## config.mk

```make
export PLATFORM = sky130hd
export DESIGN_NAME = bwpc_watchdog
export DESIGN_NICKNAME = d
export VERILOG_FILES = /design/src/shared/bwpc_pkg.sv /design/src/core/bwpc_cmd_rx.sv /design/src/core/bwpc_watchdog.sv
export SDC_FILE = /design/constraint.sdc
export NUM_CORES = 1
export LEC_CHECK = 0
export ABC_AREA = 1
export BUFFER_PORTS_ARGS = -buffer_cell sky130_fd_sc_hd__clkbuf_2
export CAP_MARGIN = 30
export CORE_ASPECT_RATIO = 1.5
export CORE_MARGIN = 5
export CORE_UTILIZATION = 59
export DETAILED_ROUTE_END_ITERATION = 6
export MAX_ROUTING_LAYER = met4
export PLACE_DENSITY = 0.79
export SLEW_MARGIN = 20
export SYNTH_ARGS = -nofsm -noshare
export SYNTH_HDL_FRONTEND = slang
export SYNTH_SLANG_ARGS = --single-unit
```

## constraint.sdc

```tcl
create_clock -name clock_i -period 2.7 [get_ports clock_i]
set_clock_uncertainty 0.05 [all_clocks]
set_input_delay 0.405 -clock clock_i [delete_from_list [all_inputs] [get_ports clock_i]]
set_output_delay 0.405 -clock clock_i [all_outputs]
set_load 0.05 [all_outputs]
```

## src/shared/bwpc_pkg.sv

```systemverilog
// Package for the balancer watchdog and pause control block.
// Assumes a 25 MHz core clock and a serial command frame framed by chain select.
package bwpc_pkg;
   localparam int unsigned CLK_HZ          = 25000000;
   localparam int unsigned TIMEOUT_MS      = 1500;
   localparam int unsigned TIMEOUT_CYCLES  = (CLK_HZ / 1000) * TIMEOUT_MS;
   localparam int unsigned WD_CNT_W        = 26;
   localparam logic [4:0]  ADDR_PATTERN    = 5'h15;
   localparam int unsigned CMD_BITS        = 8;
   localparam int unsigned NUM_BAL         = 6;
   localparam int unsigned BITCNT_W        = 4;
   localparam logic [1:0]  OP_WRITE        = 2'h0;
   localparam logic [1:0]  OP_READBACK     = 2'h1;
   localparam logic [1:0]  OP_STATUS       = 2'h2;
   localparam logic [1:0]  OP_EXECUTE      = 2'h3;
   localparam logic [1:0]  ACT_NONE        = 2'h0;

   typedef enum logic [2:0] {
      BWPC_IDLE    = 3'b001,
      BWPC_RUN     = 3'b010,
      BWPC_TIMEOUT = 3'b100
   } bwpc_state_t;

   // Command byte event from the shift logic
   typedef struct packed {
      logic       valid;
      logic       bad_parity;
      logic [1:0] op;
   } bwpc_cmd_t;

   // Per-balancer drive request, two bits per cell
   typedef struct packed {
      logic [2*NUM_BAL-1:0] act;
   } bwpc_bal_t;
endpackage

```

## src/core/bwpc_cmd_rx.sv

```systemverilog
// Command byte receiver: shifts in the first eight bits of each frame.
// Assumes serial clock and select are already synchronous to clock_i.
`timescale 1ns/1ns
module bwpc_cmd_rx (
   // Clock and reset
   input  wire logic             clock_i,
   input  wire logic             reset_i,
   // Serial frame
   input  wire logic             chain_select_in_i,
   input  wire logic             sclk_i,
   input  wire logic             sdi_i,
   // Decoded byte event
   output bwpc_pkg::bwpc_cmd_t   cmd_o
);
   typedef struct packed {
      logic                            sel_q;
      logic                            sck_q;
      logic                            done_q;
      logic [bwpc_pkg::BITCNT_W-1:0]   cnt_q;
      logic [bwpc_pkg::CMD_BITS-1:0]   sr_q;
      bwpc_pkg::bwpc_cmd_t             cmd_q;
   } bwpc_rx_t;

   bwpc_rx_t s_q, s_d;
   logic [bwpc_pkg::CMD_BITS-1:0] byte_v;

   always_comb begin
      s_d           = s_q;
      byte_v        = {s_q.sr_q[bwpc_pkg::CMD_BITS-2:0], sdi_i};
      s_d.sel_q     = chain_select_in_i;
      s_d.sck_q     = sclk_i;
      s_d.cmd_q     = '0;
      // Falling select edge opens a new frame
      if (s_q.sel_q && !chain_select_in_i) begin
         s_d.cnt_q  = '0;
         s_d.done_q = 1'b0;
      end
      // Only the first eight rising edges form the byte
      if (!chain_select_in_i && !s_q.done_q && sclk_i && !s_q.sck_q) begin
         s_d.sr_q  = byte_v;
         s_d.cnt_q = s_q.cnt_q + 4'h1;
         if (s_q.cnt_q == 4'h7) begin
            s_d.done_q           = 1'b1;
            // Byte counts even if the frame is then abandoned
            s_d.cmd_q.bad_parity = ^byte_v;
            s_d.cmd_q.valid      = (byte_v[7:3] == bwpc_pkg::ADDR_PATTERN) && !(^byte_v);
            s_d.cmd_q.op         = byte_v[2:1];
         end
      end
   end

   always_ff @(posedge clock_i or posedge reset_i) begin
      if (reset_i) begin
         s_q <= '{sel_q: 1'b1, default: '0};
      end else begin
         s_q <= s_d;
      end
   end

   assign cmd_o = s_q.cmd_q;
endmodule // bwpc_cmd_rx

```

## src/core/bwpc_watchdog.sv

```systemverilog
// Balancer watchdog, pause and single-transformer gating.
// Assumes command bytes and stored commands arrive synchronous to clock_i.
//
// Notes on behaviour
// - Watchdog count starts when a stored command begins executing.
// - Each valid eight-bit command byte clears the watchdog count.
// - Any valid op (execute, write, readback, status) restarts the watchdog.
// - Aborted frame still refreshes if eight bits with correct address and even parity arrived.
// - Status pin undriven after power-up and whenever neither balancing nor paused.
// - Status pin pulled low while balancing with communication alive.
// - Status pin released high after nominal 1.5 s without valid byte.
// - All balancers off while timed out; stored command kept.
// - After timeout only an execute restarts balancing; bytes just restart timer.
// - Watchdog disabled when secondary on-time clamp is defeated.
// - External high on pin pauses balancing; resumes same point on release.
// - Overvoltage trip via pin stops balancing, keeps command, resumes later.
// - Single-transformer mode turns all balancers off on execute of a command enabling more than one balancer.
// - Single-transformer mode routes the active balancer to first secondary path.
// - First eight bits after select falls form the command byte.
// - Byte addressed only when five leading bits equal 10101.
`timescale 1ns/1ns
module bwpc_watchdog #(
   parameter int unsigned TIMEOUT_CYC = bwpc_pkg::TIMEOUT_CYCLES
) (
   // Clock and reset
   input  wire logic                 clock_i,
   input  wire logic                 reset_i,
   // Serial frame
   input  wire logic                 chain_select_in_i,
   input  wire logic                 sclk_i,
   input  wire logic                 sdi_i,
   // Stored command from the command holding logic
   input  bwpc_pkg::bwpc_bal_t       stored_cmd_i,
   input  wire logic                 stored_ok_i,
   // Configuration straps and pin level
   input  wire logic                 secondary_ontime_resistor_defeat_i,
   input  wire logic                 single_xfmr_i,
   input  wire logic                 watchdog_status_pin_i,
   // Pin drive
   output logic                      watchdog_status_pin_o,
   output logic                      watchdog_status_pin_oe_o,
   // Balancer drive
   output bwpc_pkg::bwpc_bal_t       bal_o,
   output logic                      secondary_gate_drive_first_en_o,
   output logic                      secondary_sense_first_en_o,
   output logic                      timed_out_o
);
   localparam logic [bwpc_pkg::WD_CNT_W-1:0] TERM = bwpc_pkg::WD_CNT_W'(TIMEOUT_CYC - 1);

   typedef struct packed {
      bwpc_pkg::bwpc_state_t               st_q;
      logic [bwpc_pkg::WD_CNT_W-1:0]       cnt_q;
      bwpc_pkg::bwpc_bal_t                 exec_q;
      bwpc_pkg::bwpc_bal_t                 bal_q;
      logic                                oe_q;
      logic                                g1_q;
      logic                                to_q;
   } bwpc_wd_t;

   bwpc_wd_t            s_q, s_d;
   bwpc_pkg::bwpc_cmd_t cmd;
   logic                ext_high;
   logic                allowed;

   function automatic logic [3:0] bwpc_count_on(input bwpc_pkg::bwpc_bal_t b);
      logic [3:0] n;
      n = 4'h0;
      for (int i = 0; i < bwpc_pkg::NUM_BAL; i++) begin
         if (b.act[2*i +: 2] != bwpc_pkg::ACT_NONE) n = n + 4'h1;
      end
      return n;
   endfunction

   bwpc_cmd_rx u_rx (
      .clock_i           (clock_i),
      .reset_i           (reset_i),
      .chain_select_in_i (chain_select_in_i),
      .sclk_i            (sclk_i),
      .sdi_i             (sdi_i),
      .cmd_o             (cmd)
   );

   always_comb begin
      s_d      = s_q;
      // Pin high while we pull low means external override or OVP trip
      ext_high = watchdog_status_pin_i && s_q.oe_q;
      allowed  = !single_xfmr_i || (bwpc_count_on(stored_cmd_i) <= 4'h1);
      // Bad parity terminates execution at once
      if (cmd.bad_parity) begin
         s_d.st_q   = bwpc_pkg::BWPC_IDLE;
         s_d.exec_q = '0;
      end else if (cmd.valid && cmd.op == bwpc_pkg::OP_EXECUTE) begin
         if (stored_ok_i && allowed) begin
            s_d.exec_q = stored_cmd_i;
         end else begin
            // Invalid or rejected command: execute turns all off
            s_d.exec_q = '0;
         end
         s_d.st_q  = bwpc_pkg::BWPC_RUN;
         s_d.cnt_q = '0;
      end else if (cmd.valid) begin
         s_d.cnt_q = '0;
      end else if (s_q.st_q == bwpc_pkg::BWPC_RUN && !secondary_ontime_resistor_defeat_i) begin
         // Counter holds while the watchdog is defeated
         if (s_q.cnt_q >= TERM) begin
            s_d.st_q = bwpc_pkg::BWPC_TIMEOUT;
         end else begin
            s_d.cnt_q = s_q.cnt_q + 26'h1;
         end
      end
      if (s_d.st_q == bwpc_pkg::BWPC_RUN && s_d.exec_q == '0) begin
         s_d.st_q = bwpc_pkg::BWPC_IDLE;
      end
      s_d.oe_q  = (s_q.st_q == bwpc_pkg::BWPC_RUN);
      s_d.to_q  = (s_q.st_q == bwpc_pkg::BWPC_TIMEOUT);
      // Pause keeps exec_q so balancing resumes where it left off
      if (s_q.st_q == bwpc_pkg::BWPC_RUN && !ext_high) begin
         s_d.bal_q = s_q.exec_q;
      end else begin
         s_d.bal_q = '0;
      end
      s_d.g1_q = single_xfmr_i && (s_d.bal_q != '0);
   end

   always_ff @(posedge clock_i or posedge reset_i) begin
      if (reset_i) begin
         s_q <= '{st_q: bwpc_pkg::BWPC_IDLE, default: '0};
      end else begin
         s_q <= s_d;
      end
   end

   assign watchdog_status_pin_o           = 1'b0;
   assign watchdog_status_pin_oe_o        = s_q.oe_q;
   assign bal_o                           = s_q.bal_q;
   assign secondary_gate_drive_first_en_o = s_q.g1_q;
   assign secondary_sense_first_en_o      = s_q.g1_q;
   assign timed_out_o                     = s_q.to_q;

   chk_idle_undriven: assert property (@(posedge clock_i) disable iff (reset_i)
      (s_q.st_q != bwpc_pkg::BWPC_RUN) |=> !watchdog_status_pin_oe_o)
      else $error("status pin driven while not balancing");
   chk_run_pulls: assert property (@(posedge clock_i) disable iff (reset_i)
      (s_q.st_q == bwpc_pkg::BWPC_RUN) |=> watchdog_status_pin_oe_o)
      else $error("status pin not pulled low while balancing");
   chk_timeout_off: assert property (@(posedge clock_i) disable iff (reset_i)
      (s_q.st_q == bwpc_pkg::BWPC_TIMEOUT) |=> (bal_o == '0))
      else $error("balancer active after timeout");
   chk_timeout_keeps: assert property (@(posedge clock_i) disable iff (reset_i)
      (s_q.st_q == bwpc_pkg::BWPC_TIMEOUT && !cmd.valid && !cmd.bad_parity)
      |=> $stable(s_q.exec_q))
      else $error("stored command lost in timeout");
   chk_byte_clears: assert property (@(posedge clock_i) disable iff (reset_i)
      cmd.valid |=> (s_q.cnt_q == '0))
      else $error("valid byte did not clear count");
   chk_no_resume: assert property (@(posedge clock_i) disable iff (reset_i)
      (s_q.st_q == bwpc_pkg::BWPC_TIMEOUT && cmd.valid && cmd.op != bwpc_pkg::OP_EXECUTE
       && !cmd.bad_parity) |=> (s_q.st_q == bwpc_pkg::BWPC_TIMEOUT))
      else $error("balancing restarted without execute");
   chk_expire_time: assert property (@(posedge clock_i) disable iff (reset_i)
      (s_q.st_q == bwpc_pkg::BWPC_RUN && s_q.cnt_q >= TERM && !cmd.valid && !cmd.bad_parity
       && !secondary_ontime_resistor_defeat_i) |=> (s_q.st_q == bwpc_pkg::BWPC_TIMEOUT))
      else $error("timeout not taken at terminal count");
   chk_defeat_hold: assert property (@(posedge clock_i) disable iff (reset_i)
      (secondary_ontime_resistor_defeat_i && s_q.st_q == bwpc_pkg::BWPC_RUN && !cmd.valid
       && !cmd.bad_parity) |=> (s_q.st_q == bwpc_pkg::BWPC_RUN))
      else $error("timeout while watchdog defeated");
   chk_pause_stop: assert property (@(posedge clock_i) disable iff (reset_i)
      (ext_high) |=> (bal_o == '0))
      else $error("balancing not paused by pin");
   chk_single_one: assert property (@(posedge clock_i) disable iff (reset_i)
      single_xfmr_i && $past(single_xfmr_i) |-> (bwpc_count_on(bal_o) <= 4'h1))
      else $error("more than one balancer in single mode");
   cov_execute: cover property (@(posedge clock_i) disable iff (reset_i)
      s_q.st_q == bwpc_pkg::BWPC_RUN && bal_o != '0);
   cov_timeout: cover property (@(posedge clock_i) disable iff (reset_i)
      s_q.st_q == bwpc_pkg::BWPC_TIMEOUT);
   cov_pause: cover property (@(posedge clock_i) disable iff (reset_i)
      ext_high ##1 !ext_high);
   cov_reject: cover property (@(posedge clock_i) disable iff (reset_i)
      single_xfmr_i && cmd.valid && cmd.op == bwpc_pkg::OP_EXECUTE && !allowed);
endmodule // bwpc_watchdog

```

### After elaboration in Yosys (flattened, before gate mapping)

Index checks and enable logic that the tools add are counted.

| word-level totals | value |
|---|---|
| flip-flop bits (word level) | 75 |
| input bits | 21 |
| word-level logic and storage cells | 86 |

| operators by class | value |
|---|---|
| eq/ne operators | 7 |
| add/subtract/negate cells | 7 |
| bitwise logic cells | 1 |
| $lt $le $gt $ge | 2 |
| reductions and logical operators | 32 |
| mux-type cells | 22 |

Operator list:

| operator | number |
|---|---|
| $mux W29 | 2 |
| $mux W26 | 2 |
| $mux W12 | 4 |
| $add A26 B1 Y26 const B | 1 |
| $ge A26 B26 Y1 const B | 1 |
| $add A4 B1 Y4 const B | 6 |
| $mux W4 | 6 |
| $mux W17 | 1 |
| $reduce_bool A2 Y1 | 7 |
| $logic_and A1 B1 Y1 | 12 |
| $logic_not A12 Y1 | 1 |
| $mux W3 | 4 |
| $reduce_bool A12 Y1 | 1 |
| $reduce_xor A8 Y1 | 1 |
| $logic_not A1 Y1 | 7 |
| $eq A3 B2 Y1 const B | 2 |
| $eq A5 B5 Y1 const B | 1 |
| $mux W5 | 1 |
| $eq A4 B3 Y1 const B | 1 |
| $le A4 B1 Y1 const B | 1 |
| $eq A3 B3 Y1 const B | 1 |
| $ne A3 B2 Y1 const B | 1 |
| $reduce_and A3 Y1 | 1 |
| $reduce_bool A3 Y1 | 1 |
| other kinds (4) | 5 |

### Logic depth before layout (Yosys ltp)

| depth | value |
|---|---|
| word-level depth | 21 |
| mapped depth | 29 |
| mapped depth without buffers | 28 |

### Modules after synthesis

From an unflattened synthesis, not the netlist that was laid out.

| unflattened totals | value |
|---|---|
| cells, all modules | 586 |
| area, all modules | 4320.4 µm² |

By module, submodules not included:

| module | instances | cells an instance | area an instance (µm²) |
|---|---|---|---|
| bwpc_watchdog | 1 | 467 | 3405.8 |
| bwpc_cmd_rx | 1 | 119 | 914.6 |

### Least setup slack after synthesis

Ideal clock, no wire load.

| timing path | value |
|---|---|
| path type | input-to-reg |
| start | in stored_cmd_i[2] (netlist bit) |
| end | reg s_q[54] (netlist bit) |
| library setup time | 123 ps |
| setup slack | -357 ps |
| path buffers | 1 |
| stages | 28 |
| arrival | 2884 ps |
| path through | nor2_2 -> inv_1 -> ha_1 -> inv_1 -> nand2_2 -> nand2_2 -> nor2_1 -> nand2_1 -> nand3_2 -> ha_1 -> nor2_1 -> a21oi_1 -> ha_1 -> nand2_1 -> inv_1 -> nand3_1 -> nand2_1 -> inv_1 -> nor2_1 -> nand2_1 -> nand2_2 -> buf_6 -> nand3_1 -> nand2_2 -> nor2_1 -> nand2_1 -> nor2_2 -> a21oi_1 |

RTL lines:

| what | RTL line | RTL |
|---|---|---|
| start: declaration | bwpc_watchdog.sv:33 | `input bwpc_pkg::bwpc_bal_t stored_cmd_i,` |
| end signal: assignment | bwpc_watchdog.sv:127 | `s_q <= '{st_q: bwpc_pkg::BWPC_IDLE, default: '0};` |
| end signal: assignment | bwpc_watchdog.sv:129 | `s_q <= s_d;` |
| end: declaration | bwpc_watchdog.sv:60 | `bwpc_wd_t s_q, s_d;` |

==> run_results.csv <==
group,metric,value,unit
run_status,status,"finished, violations left",
run_status,violations,"negative setup slack",
grt,grt_max_degree,44,
grt,antenna_found_initial,0,
timing,fmax,346,MHz
grt,grt_pass1_wl,15.2,mm
grt,grt_pass1_vias,3511,
grt,grt-ovfl-total,0,
grt,grt_usage,21.9,%
clocking,clkLatencyLatePin,0.36,ns
clocking,cts_max_level,3,
route,drc,0,
setup_path,crit_required,2.93,ns
floorplan,die_area,8720,µm²
timing,relSlewSlack,54.7,%
timing,hold_viol_final,0,
place,numPortBuffers,36,
setup_path,cp-start-kind,"input port",
final_layout,stdcell_count,662,
min_path,min_path_type,"in -> async",
clocking,clkSinkCount,74,
floorplan,row_count,37,
route,totalWireLength,9.08,mm
logic_synthesis,syn_nets,551,
clocking,cts_tree,"done",
clocking,clk_pin_slew_worst_paths,0.08,ns
timing,slew_viol_final,0,
timing,holdWs,0.0813,ns
setup_path,worstPathArrival,3.12,ns
timing,final.min_clock_period,2.89,ns
job,max-cap-violations,0,
timing,fin_ws,-0.190,ns
logic_synthesis,yosys.area.top_type,"dfrtp_1",
route,drt-wirelength-per-cell,13.7,µm
logic_synthesis,syn_area_per_cell,7.79,µm²
logic_synthesis,seq_area_frac_synth,45.4,%
route,dr.pass1.iters,4,
floorplan,coreArea,6810,µm²
place,place_inst,637,
power_and_ir_drop,ir_drop,0.492,mV
clocking,cts_buffers,9,
route,antenna_left,0,
final_layout,n_antenna_cell,0,
setup_path,end_kind,"register",
logic_synthesis,mappedNetlistArea,4080,µm²
place,gp_congestion,0.906,
logic_synthesis,yosys_warnings,0,
timing,worstMarginPinSlew,0.679,ns
floorplan,die_y,112,µm
route,drt_iter0_markers,238,
final_layout,final_nets,606,
place,place_hpwl,6.34,mm
power_and_ir_drop,total_power,2.57,mW
power_and_ir_drop,p_leak,2.56,nW
logic_synthesis,synthCells,524,
timing,rsz0062_at_grt,"true",
logic_synthesis,synth_top_area_share,44.1,%
floorplan,design.portCount,38,
floorplan,initial_core_util,60.0,%
logic_synthesis,synthTopCellsByArea,"dfrtp_1 (44%), nand2_1 (8.8%), inv_1 (8.3%)",
setup_path,cp_slowest_stage_delay,0.29,ns
setup_path,crit_path_max_fanout,4,
setup_path,crit_slowest_cell,"ha_4",
setup_path,critPathMostFrequentCell,"nand2_1",
clocking,cts.path.max_buffers,2,
final_layout,drive_above_1_share,25.3,%
timing,min_period_over_period,107,%
final_layout,area_delta_synth_final,18.4,%
final_layout,final_util,71.0,%
place,dp_slack,-0.607,ns
logic_synthesis,synth-seq-cells,74,
power_and_ir_drop,cellPowerDensity,532,nW/µm²
setup_path,reg2regPathDepth,12,
logic_synthesis,synth.distinct_cells,39,
timing,finalSetupViolCount,2,
route,vias,3526,
route,via_per_inst,5.33,
clocking,root_buffer,"clkbuf_8",
floorplan,die_width,77.9,µm
setup_path,criticalPathCategory,"in -> reg",
==> cells by family after synthesis <==
group           after synthesis  synth area share, %
xor+xnor                      9                 1.93
buf+inv                     116                 12.6
other cells                   1               0.0919
fa+ha+maj                     6                 1.84
compound gates               59                 8.00
flops                        74                 45.4
simple gates                259                 30.2
==> area by class of cell <==
| class | count | area (µm²) |
|---|---|---|
| Timing Repair Buffer | 65 | 449 |
| Inverter | 94 | 353 |
| Sequential cell | 74 | 1850 |
| Clock buffer | 11 | 151 |
| Fill cell | 515 | 1970 |
| Clock inverter | 5 | 85.1 |
| Tap cell | 78 | 97.6 |
| Multi-Input combinational cell | 335 | 1840 |
==> critical path, delay by kind of cell <==
| kind | cells | cell delay [ns] |
|---|---|---|
| AO/OA/AOI/OAI | 1 | 0.13 |
| adder cells (fa/ha/maj) | 3 | 0.74 |
| AND/OR/NAND/NOR | 18 | 1.43 |
| buffers and inverters | 6 | 0.42 |
==> cell usage after synthesis (all sizes together) <==
cell type,instances
nand3b,2
a31oi,3
nor3,15
or3,1
a41oi,1
dfrtp,72
dfstp,2
xor2,4
and2,1
inv,93
o21ai,28
o21a,6
nor4,9
a32o,1
nor3b,1
xnor2,5
conb,1
clkbuf,6
or2,1
nor2,69
buf,16
nand3,34
clkinv,1
a21oi,20
nand4,12
nand2,114
ha,6
==> final timing paths <==
path	slack, ns	startpoint	end
min reg2reg	0.42	s_q[54]	timed_out_o
min	0.08	reset_i	s_q[33]
min in group clock_i	0.11	chain_select_in_i	u_rx.s_q[18]
max	-0.19	stored_cmd_i[2]	s_q[53]
max reg2reg	0.27	s_q[42]	s_q[41]
max in group asynchronous	1.80	reset_i	u_rx.s_q[18]
==> flip-flops by register name, indices dropped and copies added, names as in the netlist <==
name and cells:
watchdog_status_pin_oe_o 1, bal_o 12, u_rx.s_q 7, timed_out_o 1, s_q 41, u_rx.byte_v 7
u_rx.cmd_o 4, secondary_gate_drive_first_en_o 1
==> per-layer routing <==
metal	GRT usage, %	vias up	share of wire (%)
met4	8.46	0	2.8
li1	-	1757	-
met1	23.6	1664	38
met3	4.37	22	3.5
met5	-	-	0
met2	39.0	83	56
==> power by group <==
part / leakage [nW] / total [mW] / internal (mW) / switching, mW
registers: 0.913 / 1.16 / 1.14 / 0.0254
logic: 1.53 / 0.418 / 0.191 / 0.227
clock network: 0.116 / 0.989 / 0.575 / 0.414
==> repair_timing <==
action,4_1_cts,5_1_grt
gates cloned,1,0
buffers inserted,6,2
gates resized for setup,15,17
pin swaps,14,13
setup endpoints to repair,2,14
hold buffers,0,0
==> cells in the final DEF (no fill, tap or decap), drive strengths merged <==
| cell | instances |
|---|---|
| dfrtp | 72 |
| ha | 6 |
| o21ai | 28 |
| nand2 | 115 |
| nand4 | 12 |
| and2 | 1 |
| nor3b | 1 |
| bufinv | 2 |
| xnor2 | 5 |
| or2 | 1 |
| or3 | 1 |
| nor3 | 15 |
| nor2 | 69 |
| a41oi | 1 |
| a31oi | 3 |
| nand3b | 2 |
| buf | 32 |
| xor2 | 4 |
| clkinvlp | 1 |
| conb | 1 |
| a21oi | 20 |
| nor4 | 9 |
| a32o | 1 |
| clkinv | 2 |
| o21a | 6 |
| inv | 94 |
| nand3 | 34 |
| dfstp | 2 |
| clkbuf | 44 |
==> through the flow <==
step                area (µm²)  TNS, ns
global placement          4400    -3.14
finish                    4830   -0.374
detailed placement        4400    -4.40
CTS                       4760   -0.143
global route              4830    -1.58
floorplan                 4110   -0.380
(Power assumes the default switching activity.)
